==> src/skc_pkg.sv <==
package skc_pkg;
    localparam logic [7:0] SKC_OFS_EN_A = 8'hb4;
    localparam logic [7:0] SKC_OFS_EN_B = 8'hb5;
    localparam logic [7:0] SKC_OFS_ST_A = 8'hb6;
    localparam logic [7:0] SKC_OFS_ST_B = 8'hb7;
    localparam logic [7:0] SKC_OFS_CTRL = 8'hf0;
    localparam logic [7:0] SKC_RSV_LO = 8'hf1;
    localparam logic [7:0] SKC_RSV_HI = 8'hff;
    localparam logic [7:0] SKC_MASK_A = 8'h9e;
    localparam logic [7:0] SKC_MASK_B = 8'h57;
    localparam logic [7:0] SKC_MASK_SRC_B = 8'h17;
    localparam logic [7:0] SKC_MASK_CTRL = 8'hfc;
    localparam logic [7:0] SKC_RST_EN_A = 8'h00;
    localparam logic [7:0] SKC_RST_EN_B = 8'h02;
    localparam logic [7:0] SKC_RST_CTRL = 8'h00;
    localparam int SKC_BIT_PAR = 1;
    localparam int SKC_BIT_UARTB = 2;
    localparam int SKC_BIT_UARTA = 3;
    localparam int SKC_BIT_FLOPPY = 4;
    localparam int SKC_BIT_WDOG = 7;
    localparam int SKC_BIT_MOUSE = 0;
    localparam int SKC_BIT_KBD = 1;
    localparam int SKC_BIT_IR = 2;
    localparam int SKC_BIT_P12 = 4;
    localparam int SKC_BIT_SERFRM = 6;
    localparam int SKC_BIT_POL = 7;
    localparam int SKC_BIT_MISO = 6;
    localparam int SKC_BIT_KISO = 5;
    localparam int SKC_BIT_MLAT = 4;
    localparam int SKC_BIT_KLAT = 3;
    localparam int SKC_BIT_P92 = 2;

    typedef struct packed {
        logic parallel_ack;
        logic parallel_active;
        logic uart_b_irq;
        logic uart_a_irq;
        logic floppy_irq;
        logic watchdog_irq;
    } skc_src_t;

    typedef struct packed {
        logic clk;
        logic data;
    } skc_ps_t;
endpackage : skc_pkg

==> src/skc_ir_detect.sv <==
`timescale 1ns/10ps
module skc_ir_detect
    import skc_pkg::*;
(
    input wire logic pclk, // Clock.
    input wire logic presetn, // Asynchronous reset, active low.
    input wire logic ir_rx, // Selected IR receive line.
    input wire logic clear, // Status read pulse.
    output logic activity // Sticky activity flag.
);
    logic ir_prev;
    logic primed;
    logic next_activity;
    logic next_primed;

    always_comb begin
        next_primed = 1'b1;
        next_activity = activity;
        if (clear) begin
            next_activity = 1'b0;
        end
        // A fresh edge beats the clearing read, so an edge in the clearing cycle stays set.
        if (primed && (ir_rx != ir_prev)) begin
            next_activity = 1'b1;
        end
    end

    always_ff @(posedge pclk or negedge presetn) begin
        if (!presetn) begin
            ir_prev <= 1'b0;
            primed <= 1'b0;
            activity <= 1'b0;
        end else begin
            ir_prev <= ir_rx;
            primed <= next_primed;
            activity <= next_activity;
        end
    end

    a_ir_edge_sets: assert property (@(posedge pclk) disable iff (!presetn)
        (primed && ir_rx != ir_prev) |=> activity)
        else $error("IR transition did not set activity");
endmodule : skc_ir_detect

==> src/skc_top.sv <==
// Functional notes
// - Port bit 1.2 output is active low when polarity bit clear, high when set.
// - Mouse isolation blocks mouse clock and data into controller, not wake-up.
// - Keyboard isolation blocks keyboard clock and data into controller, not wake-up.
// - Mouse irq is raw AND latched, or latched alone when latch select set.
// - Keyboard irq is raw AND latched, or latched alone when latch select set.
// - Port 92 handling follows the port 92 select bit.
// - Indices 0xf1 through 0xff are reserved and read zero.
// - Enable A bits 1,2,3,4,7 gate parallel, uart b, uart a, floppy, watchdog.
// - Enable B bits 0,1,2,4 gate mouse, keyboard, IR activity, port bit.
// - Enable B bit 6 puts group SMI into the serial IRQ frame.
// - Keyboard enable bit resets to one.
// - Status A bits clear only when the source drops; writes do nothing.
// - Status A reports raw requests of the five sources.
// - Parallel status reads one while the port is not activated.
// - Parallel status follows the acknowledge input while activated.
// - Status B reports mouse, keyboard and port bit, cleared at source.
// - IR activity is set by any receive edge, cleared by status B read.
//
// The implementer's own choice: the APB interface to the registers.
`timescale 1ns/10ps
module skc_top
    import skc_pkg::*;
(
    input wire logic pclk, // Bus clock, 50 MHz.
    input wire logic presetn, // Asynchronous reset, active low.
    input wire logic psel, // APB select.
    input wire logic penable, // APB enable.
    input wire logic pwrite, // APB direction.
    input wire logic [9:0] paddr, // APB byte address.
    input wire logic [31:0] pwdata, // APB write data.
    output logic [31:0] prdata, // APB read data.
    output logic pready, // APB ready.
    output logic pslverr, // APB error on unmapped address.
    input wire skc_src_t src, // Peripheral requests.
    input wire logic kc_mouse_irq, // Controller mouse interrupt.
    input wire logic kc_kbd_irq, // Controller keyboard interrupt.
    input wire logic kc_port_bit, // Controller port bit 1.2, true when asserted.
    input wire logic ir_rx, // Selected IR receive line.
    input wire skc_ps_t mouse_pins, // Mouse clock and data from pins.
    input wire skc_ps_t kbd_pins, // Keyboard clock and data from pins.
    output skc_ps_t mouse_to_kc, // Mouse lines into controller.
    output skc_ps_t kbd_to_kc, // Keyboard lines into controller.
    output logic mouse_data_wake, // Mouse data to wake-up logic.
    output logic keyboard_data_wake, // Keyboard data to wake-up logic.
    output logic controller_port_bit_1_2, // Port bit 1.2 with polarity applied.
    output logic mouse_interrupt, // Exported mouse interrupt.
    output logic keyboard_interrupt, // Exported keyboard interrupt.
    output logic port92_enable, // Port 92 handling enabled.
    output logic group_sysmgmt_irq_n, // Group SMI, active low.
    output logic smi_serial_frame // Request in serial IRQ SMI frame.
);
    logic [7:0] smi_source_enable_a;
    logic [7:0] smi_source_enable_b;
    logic [7:0] kbd_aux_control;
    logic mouse_latch_q;
    logic kbd_latch_q;
    logic [7:0] next_en_a;
    logic [7:0] next_en_b;
    logic [7:0] next_ctrl;
    logic next_mouse_latch;
    logic next_kbd_latch;
    logic [7:0] status_a;
    logic [7:0] status_b;
    logic ir_activity_status;
    logic ir_clear;
    logic setup;
    logic access;
    logic wr;
    logic rd;
    logic [7:0] idx;
    logic [7:0] rd_byte;
    logic mapped;
    logic [31:0] next_prdata;
    logic next_pready;
    logic next_pslverr;
    logic mouse_export;
    logic kbd_export;
    logic next_smi_n;

    // Register index is the word address; the byte offsets are the indices.
    function automatic logic [7:0] skc_index(input logic [9:0] a);
        return a[9:2];
    endfunction : skc_index

    function automatic logic skc_hit(input logic [7:0] i);
        return (i == SKC_OFS_EN_A) || (i == SKC_OFS_EN_B) || (i == SKC_OFS_ST_A) ||
            (i == SKC_OFS_ST_B) || (i == SKC_OFS_CTRL) ||
            ((i >= SKC_RSV_LO) && (i <= SKC_RSV_HI));
    endfunction : skc_hit

    assign idx = skc_index(paddr);
    assign mapped = skc_hit(idx) && (paddr[1:0] == 2'b00);
    assign setup = psel && !penable;
    assign access = psel && penable && pready;
    assign wr = access && pwrite && mapped;
    assign rd = access && !pwrite;
    assign ir_clear = rd && mapped && (idx == SKC_OFS_ST_B);

    skc_ir_detect u_ir (
        .pclk(pclk),
        .presetn(presetn),
        .ir_rx(ir_rx),
        .clear(ir_clear),
        .activity(ir_activity_status)
    );

    // Status A is pure live state, so it clears only when the source drops.
    always_comb begin
        status_a = 8'h00;
        status_a[SKC_BIT_PAR] = src.parallel_active ? src.parallel_ack : 1'b1;
        status_a[SKC_BIT_UARTB] = src.uart_b_irq;
        status_a[SKC_BIT_UARTA] = src.uart_a_irq;
        status_a[SKC_BIT_FLOPPY] = src.floppy_irq;
        status_a[SKC_BIT_WDOG] = src.watchdog_irq;
        status_b = 8'h00;
        status_b[SKC_BIT_MOUSE] = mouse_export;
        status_b[SKC_BIT_KBD] = kbd_export;
        status_b[SKC_BIT_IR] = ir_activity_status;
        status_b[SKC_BIT_P12] = kc_port_bit;
    end

    always_comb begin
        mouse_export = kbd_aux_control[SKC_BIT_MLAT] ? mouse_latch_q
            : (kc_mouse_irq & mouse_latch_q);
        kbd_export = kbd_aux_control[SKC_BIT_KLAT] ? kbd_latch_q
            : (kc_kbd_irq & kbd_latch_q);
    end

    always_comb begin
        next_en_a = smi_source_enable_a;
        next_en_b = smi_source_enable_b;
        next_ctrl = kbd_aux_control;
        if (wr && idx == SKC_OFS_EN_A) begin
            next_en_a = pwdata[7:0] & SKC_MASK_A;
        end
        if (wr && idx == SKC_OFS_EN_B) begin
            next_en_b = pwdata[7:0] & SKC_MASK_B;
        end
        if (wr && idx == SKC_OFS_CTRL) begin
            next_ctrl = pwdata[7:0] & SKC_MASK_CTRL;
        end
        // The latch holds a request until the controller drops it.
        next_mouse_latch = kc_mouse_irq;
        next_kbd_latch = kc_kbd_irq;
        // Status writes are ignored; sources clear their own bits, except IR activity, which a status B read clears.
    end

    always_comb begin
        rd_byte = 8'h00;
        case (idx)
            SKC_OFS_EN_A: rd_byte = smi_source_enable_a;
            SKC_OFS_EN_B: rd_byte = smi_source_enable_b;
            SKC_OFS_ST_A: rd_byte = status_a;
            SKC_OFS_ST_B: rd_byte = status_b & SKC_MASK_SRC_B;
            SKC_OFS_CTRL: rd_byte = kbd_aux_control;
            default: rd_byte = 8'h00;
        endcase
        next_pready = setup;
        next_pslverr = setup && !mapped;
        next_prdata = 32'h0000_0000;
        if (setup && !pwrite && mapped) begin
            next_prdata = {24'h00_0000, rd_byte};
        end
    end

    always_comb begin
        next_smi_n = !(|(status_a & smi_source_enable_a) ||
            |(status_b & smi_source_enable_b & SKC_MASK_SRC_B));
    end

    always_ff @(posedge pclk or negedge presetn) begin
        if (!presetn) begin
            smi_source_enable_a <= SKC_RST_EN_A;
            smi_source_enable_b <= SKC_RST_EN_B;
            kbd_aux_control <= SKC_RST_CTRL;
            mouse_latch_q <= 1'b0;
            kbd_latch_q <= 1'b0;
            prdata <= 32'h0000_0000;
            pready <= 1'b0;
            pslverr <= 1'b0;
        end else begin
            smi_source_enable_a <= next_en_a;
            smi_source_enable_b <= next_en_b;
            kbd_aux_control <= next_ctrl;
            mouse_latch_q <= next_mouse_latch;
            kbd_latch_q <= next_kbd_latch;
            prdata <= next_prdata;
            pready <= next_pready;
            pslverr <= next_pslverr;
        end
    end

    always_ff @(posedge pclk or negedge presetn) begin
        if (!presetn) begin
            mouse_to_kc <= '0;
            kbd_to_kc <= '0;
            mouse_data_wake <= 1'b0;
            keyboard_data_wake <= 1'b0;
            controller_port_bit_1_2 <= 1'b1;
            mouse_interrupt <= 1'b0;
            keyboard_interrupt <= 1'b0;
            port92_enable <= 1'b0;
            group_sysmgmt_irq_n <= 1'b1;
            smi_serial_frame <= 1'b0;
        end else begin
            // Isolated lines idle high, matching an undriven open-drain line.
            mouse_to_kc <= kbd_aux_control[SKC_BIT_MISO] ? 2'b11 : mouse_pins;
            kbd_to_kc <= kbd_aux_control[SKC_BIT_KISO] ? 2'b11 : kbd_pins;
            mouse_data_wake <= mouse_pins.data;
            keyboard_data_wake <= kbd_pins.data;
            controller_port_bit_1_2 <= kbd_aux_control[SKC_BIT_POL] ? kc_port_bit
                : !kc_port_bit;
            mouse_interrupt <= mouse_export;
            keyboard_interrupt <= kbd_export;
            port92_enable <= kbd_aux_control[SKC_BIT_P92];
            group_sysmgmt_irq_n <= next_smi_n;
            smi_serial_frame <= !next_smi_n && smi_source_enable_b[SKC_BIT_SERFRM];
        end
    end

    a_pol_low: assert property (@(posedge pclk) disable iff (!presetn)
        !kbd_aux_control[SKC_BIT_POL] && $stable(kbd_aux_control) |=>
        controller_port_bit_1_2 == !$past(kc_port_bit))
        else $error("port bit polarity wrong");
    a_pol_high: assert property (@(posedge pclk) disable iff (!presetn)
        kbd_aux_control[SKC_BIT_POL] |=> controller_port_bit_1_2 == $past(kc_port_bit))
        else $error("port bit active high polarity wrong");
    a_mouse_iso: assert property (@(posedge pclk) disable iff (!presetn)
        kbd_aux_control[SKC_BIT_MISO] |=> mouse_to_kc == 2'b11)
        else $error("mouse not isolated");
    a_kbd_iso: assert property (@(posedge pclk) disable iff (!presetn)
        kbd_aux_control[SKC_BIT_KISO] |=> kbd_to_kc == 2'b11)
        else $error("keyboard not isolated");
    // The releasing edge still finds the flops in reset, so sampled presetn keeps it out.
    a_mouse_pass: assert property (@(posedge pclk) disable iff (!presetn)
        presetn && !kbd_aux_control[SKC_BIT_MISO] |=> mouse_to_kc == $past(mouse_pins))
        else $error("mouse lines not passed through");
    a_kbd_pass: assert property (@(posedge pclk) disable iff (!presetn)
        presetn && !kbd_aux_control[SKC_BIT_KISO] |=> kbd_to_kc == $past(kbd_pins))
        else $error("keyboard lines not passed through");
    // Wake-up data must flow even while the controller side is isolated.
    a_mouse_wake: assert property (@(posedge pclk) disable iff (!presetn)
        presetn |=> mouse_data_wake == $past(mouse_pins.data))
        else $error("mouse wake-up data blocked");
    a_kbd_wake: assert property (@(posedge pclk) disable iff (!presetn)
        presetn |=> keyboard_data_wake == $past(kbd_pins.data))
        else $error("keyboard wake-up data blocked");
    a_mouse_latch: assert property (@(posedge pclk) disable iff (!presetn)
        !kbd_aux_control[SKC_BIT_MLAT] && !kc_mouse_irq |=> !mouse_interrupt)
        else $error("mouse interrupt not gated by raw");
    a_mouse_held: assert property (@(posedge pclk) disable iff (!presetn)
        kbd_aux_control[SKC_BIT_MLAT] && mouse_latch_q |=> mouse_interrupt)
        else $error("latched mouse interrupt lost");
    a_kbd_latch: assert property (@(posedge pclk) disable iff (!presetn)
        kbd_aux_control[SKC_BIT_KLAT] && kbd_latch_q |=> keyboard_interrupt)
        else $error("latched keyboard interrupt lost");
    a_kbd_and: assert property (@(posedge pclk) disable iff (!presetn)
        !kbd_aux_control[SKC_BIT_KLAT] && !kc_kbd_irq |=> !keyboard_interrupt)
        else $error("keyboard interrupt not gated by raw");
    a_p92_follow: assert property (@(posedge pclk) disable iff (!presetn)
        ##1 port92_enable == $past(kbd_aux_control[SKC_BIT_P92]))
        else $error("port 92 enable mismatch");
    a_rsv_zero: assert property (@(posedge pclk) disable iff (!presetn)
        setup && !pwrite && idx >= SKC_RSV_LO |=> pready && prdata == 32'h0)
        else $error("reserved index read not zero");
    a_stb_rsv: assert property (@(posedge pclk) disable iff (!presetn)
        setup && !pwrite && mapped && idx == SKC_OFS_ST_B |=> prdata[31:5] == 27'h0 && !prdata[3])
        else $error("reserved status B bit read as one");
    a_par_read: assert property (@(posedge pclk) disable iff (!presetn)
        setup && !pwrite && mapped && idx == SKC_OFS_ST_A && src.parallel_active
        |=> prdata[SKC_BIT_PAR] == $past(src.parallel_ack))
        else $error("parallel status does not follow acknowledge");
    a_wr_en_a: assert property (@(posedge pclk) disable iff (!presetn)
        wr && idx == SKC_OFS_EN_A |=> smi_source_enable_a == ($past(pwdata[7:0]) & SKC_MASK_A))
        else $error("enable A write not stored");
    a_smi_assert: assert property (@(posedge pclk) disable iff (!presetn)
        src.watchdog_irq && smi_source_enable_a[SKC_BIT_WDOG] |=> !group_sysmgmt_irq_n)
        else $error("watchdog SMI not asserted");
    a_smi_kbd: assert property (@(posedge pclk) disable iff (!presetn)
        kbd_export && smi_source_enable_b[SKC_BIT_KBD] |=> !group_sysmgmt_irq_n)
        else $error("keyboard SMI not asserted");
    a_smi_ir: assert property (@(posedge pclk) disable iff (!presetn)
        ir_activity_status && smi_source_enable_b[SKC_BIT_IR] |=> !group_sysmgmt_irq_n)
        else $error("IR activity SMI not asserted");
    a_smi_idle: assert property (@(posedge pclk) disable iff (!presetn)
        smi_source_enable_a == 8'h00 && smi_source_enable_b == 8'h00
        |=> group_sysmgmt_irq_n)
        else $error("SMI asserted with nothing enabled");
    // With no status bit set at all, the group line has nothing to hold it low.
    a_smi_clear: assert property (@(posedge pclk) disable iff (!presetn)
        status_a == 8'h00 && status_b == 8'h00 |=> group_sysmgmt_irq_n)
        else $error("SMI asserted with no status set");
    a_ser_frame: assert property (@(posedge pclk) disable iff (!presetn)
        smi_serial_frame |-> !group_sysmgmt_irq_n && $past(smi_source_enable_b[SKC_BIT_SERFRM]))
        else $error("serial frame without enable");
    a_frame_off: assert property (@(posedge pclk) disable iff (!presetn)
        !smi_source_enable_b[SKC_BIT_SERFRM] |=> !smi_serial_frame)
        else $error("serial frame while frame enable clear");
    a_par_idle: assert property (@(posedge pclk) disable iff (!presetn)
        !src.parallel_active |-> status_a[SKC_BIT_PAR])
        else $error("parallel status not one when inactive");
    a_ena_mask: assert property (@(posedge pclk) disable iff (!presetn)
        (smi_source_enable_a & ~SKC_MASK_A) == 8'h00 && (kbd_aux_control & 8'h03) == 8'h00)
        else $error("reserved bit stored");
    a_enb_mask: assert property (@(posedge pclk) disable iff (!presetn)
        (smi_source_enable_b & ~SKC_MASK_B) == 8'h00)
        else $error("reserved enable B bit stored");
endmodule : skc_top

==> config.mk <==
export PLATFORM = sky130hd
export DESIGN_NAME = skc_top
export DESIGN_NICKNAME = d
export VERILOG_FILES = /design/src/skc_pkg.sv /design/src/skc_ir_detect.sv /design/src/skc_top.sv
export SDC_FILE = /design/constraint.sdc
export NUM_CORES = 1
export LEC_CHECK = 0
export ABC_AREA = 0
export BUFFER_PORTS_ARGS = -buffer_cell sky130_fd_sc_hd__buf_2
export CAP_MARGIN = 20
export CORE_MARGIN = 3
export CORE_UTILIZATION = 50
export CTS_BUF_LIST = sky130_fd_sc_hd__clkbuf_8
export DETAILED_ROUTE_END_ITERATION = 12
export PLACE_DENSITY = 0.88
export REMOVE_ABC_BUFFERS = 1
export SYNTH_ARGS = -nofsm -noshare
export SYNTH_HDL_FRONTEND = slang
export SYNTH_SLANG_ARGS = --single-unit
==> constraint.sdc <==
create_clock -name pclk -period 2.75 [get_ports pclk]
set_input_delay 0.55 -clock pclk [delete_from_list [all_inputs] [get_ports pclk]]
set_output_delay 0.55 -clock pclk [all_outputs]
set_load 0.05 [all_outputs]
==> metrics.txt <==
H-tree levels 2; Final Cycle Share roughly four fifths; Post-DP HPWL roughly 3200 um; CORE AREA approximately 3800 sq um; RR Startpoint pready; initial antenna violation count 0; setup_tns 0 ns; largest family of logic cells by synthesized area multiplexers; Compound-Gate Fraction of Synth Area ~7.7%; Post-synth top cells 40 x dfrtp_1, 24 x buf_4, 13 x mux2_2; FP Rows 22; Mapped Cells between 150 and 200; outcome finished, final reports clean; Num CTS Buffers 5; Reg clk slew, reported paths roughly 0.07 ns; syn_area_per_cell 12.7 sq um; worst r2r dst smi_source_enable_a[3]; synth warn 0; nets ~280; path category of the worst min-delay check input port to register; synth unique cells 38; Final Max Slew Viols 0; via count 1368; synthesis-stage register bit count 43; CP required 2.93 ns; # diodes 0; final hold vios 0; CP startpoint kind input port; most numerous cell in the Yosys netlist dfrtp_1; worst r2r path cells 4; worst-case clock buffer depth 2; final routed DRC violation total 0; Setup Buffers After CTS 0; post-synthesis mux area share about an eighth; Starting Density a little over half; final worst path period need approximately 2.2 ns; # IOs roughly 110; grt total ovfl 0; Critical Path AT approximately 2.4 ns; Crit. End Element register; die height between 60 and 70 um; total die area 4800 sq um; sequential-to-total area share from yosys stat approximately 54%; Reg area 1080 sq um; post-route antenna net violation count 0; mapped cell area between 2000 and 2500 sq um; Die Wd approximately 69 um; max cap viols 0; TritonRoute pass-1 iters 4; post-synthesis adder-cell area fraction 0%; HP Start kbd_pins[0]; Total Wirelength between 4000 and 5000 um; Resize count post-CTS 0; Synth async-reset ratio 100%; CTS root buf clkbuf_8; Final Setup Violations 0; first-pass GRT wire length 6540 um; CTS tree yes; Yosys top cell by area dfrtp_1; pin count of the biggest net entering global routing 44; pwr/cell area between 500 and 600 nW/um^2; hold-critical path endpoint keyboard_data_wake; Via density around 5.1; RSZ-0062 raised after global routing false; overall power 1.26 mW; Slew @ Worst Pin between 0.9 and 1 ns; top cells by area, synth dfrtp_1 50%, buf_4 9.0%, mux2_2 7.3%; post-synthesis simple-gate area fraction roughly 12%; worst hold path cell count 1; Multi-input gate area 782 sq um; vias in the first global route roughly 1400; drt wl/cell roughly 15 um; Iter 0 DRT Violations 52; EDFF count, synth 0; port bufs 58; CP max FO 11; clock sinks 43; Most used DFF post-synth dfrtp_1; Max Clock Freq roughly 450 MHz; P&R area growth vs syn 16.4%; post-synthesis xor/xnor area fraction 0.874%; crit path kind input port to register; Max rail drop VDD between 0.3 and 0.4 mV; share of cells above drive strength 1 between 40% and 50%; flop2flop setup slack around 0.89 ns; top-area cell type share of the netlist area approximately 50%; # fillers between 200 and 300; Slew HR 39.6%; Routability Congestion between 0.8 and 0.9; Clock Skews roughly 0.0074 ns; Global Route Usage Sum about 18%; Leak roughly 1.2 nW; later-pin clock latency in the skew report 0.30 ns; hold buffers post-CTS 0
[logic make-up after synthesis]
kind of cell / count (synthesis)
buffers and inverters: 30
muxes: 20
DFF: 43
other: 2
AOI/OAI and AO/OA: 21
xor gates and xnor gates: 2
and+or+nand+nor: 40
[layer usage]
layer / up-vias / GRT usage (%) / wire length [um]
li1: 635 / - / -
met1: 667 / 20.8 / 1510
met2: 55 / 28.7 / 2110
met3: 11 / 5.65 / 282
met4: 0 / 9.98 / 112
met5: - / 0 / 0
[cells in the final DEF, fill, tap and decap left out, drive strengths merged, types with 4 or more instances in the layout]
master / Yosys / layout
a22oi: 4 / 4
buf: 26 / 59
clkbuf: 1 / 7
conb: 2 / 25
dfrtp: 40 / 40
inv: 3 / 4
mux2: 18 / 18
nand2: 5 / 5
nand3: 4 / 4
nor2: 9 / 9
nor2b: 4 / 4
or2: 4 / 4
[cell type report]
type	instances	share of cell area (%)
Clock buffer	7	4.13
Timing Repair Buffer	59	12.8
Inverter	3	0.483
Clock inverter	1	0.161
Multi-Input combinational cell	108	33.5
Tap cell	48	2.58
Sequential cell	43	46.3
[worst max path at each step]
stage                        start                endpoint  slack [ns]  depth (start not counted)
after floorplan             pready  smi_source_enable_a[1]        0.63                          4
after global placement    paddr[3]      kbd_aux_control[4]        0.29                          5
after detailed placement  paddr[3]      kbd_aux_control[3]        0.21                          5
after CTS                 paddr[3]      kbd_aux_control[3]        0.52                          5
after global routing      paddr[3]      kbd_aux_control[3]        0.42                          5
final                     paddr[3]      kbd_aux_control[3]        0.51                          5
[through the flow]
| step | setup slack, ns | std cells | util [%] | hold WS (ns) | area [sq um] |
|---|---|---|---|---|---|
| after floorplan | 0.634 | 154 | - | 0.254 | 1870 |
| after global placement | 0.288 | 261 | 59.2 | 0.398 | 2230 |
| after detailed placement | 0.209 | 261 | 59.2 | 0.418 | 2230 |
| after CTS | 0.522 | 269 | 61.8 | 0.363 | 2330 |
| after global routing | 0.417 | 269 | 61.8 | 0.365 | 2330 |
| final | 0.513 | 269 | 61.8 | 0.368 | 2330 |
[report_power, final]
part           switching (mW)  leakage, nW  internal [mW]
combinational           0.149        0.578         0.0394
sequential            0.00323        0.558          0.644
clock                   0.202       0.0557          0.225
total                   0.354         1.19          0.909
[state kept, by name, summed over array words and instances, names as in the netlist, 2 cells and up]
signal	flops
prdata	8
kbd_to_kc	2
kbd_aux_control	6
smi_source_enable_a	5
smi_source_enable_b	5
mouse_to_kc	2
[critical path, cell delays in order]
cell,delay (ns)
buf_2,0.19
or4b_1,0.58
nor3_1,0.22
nand4_1,0.44
mux2_2,0.44
No activity file was read; power rests on OpenSTA's default activity.
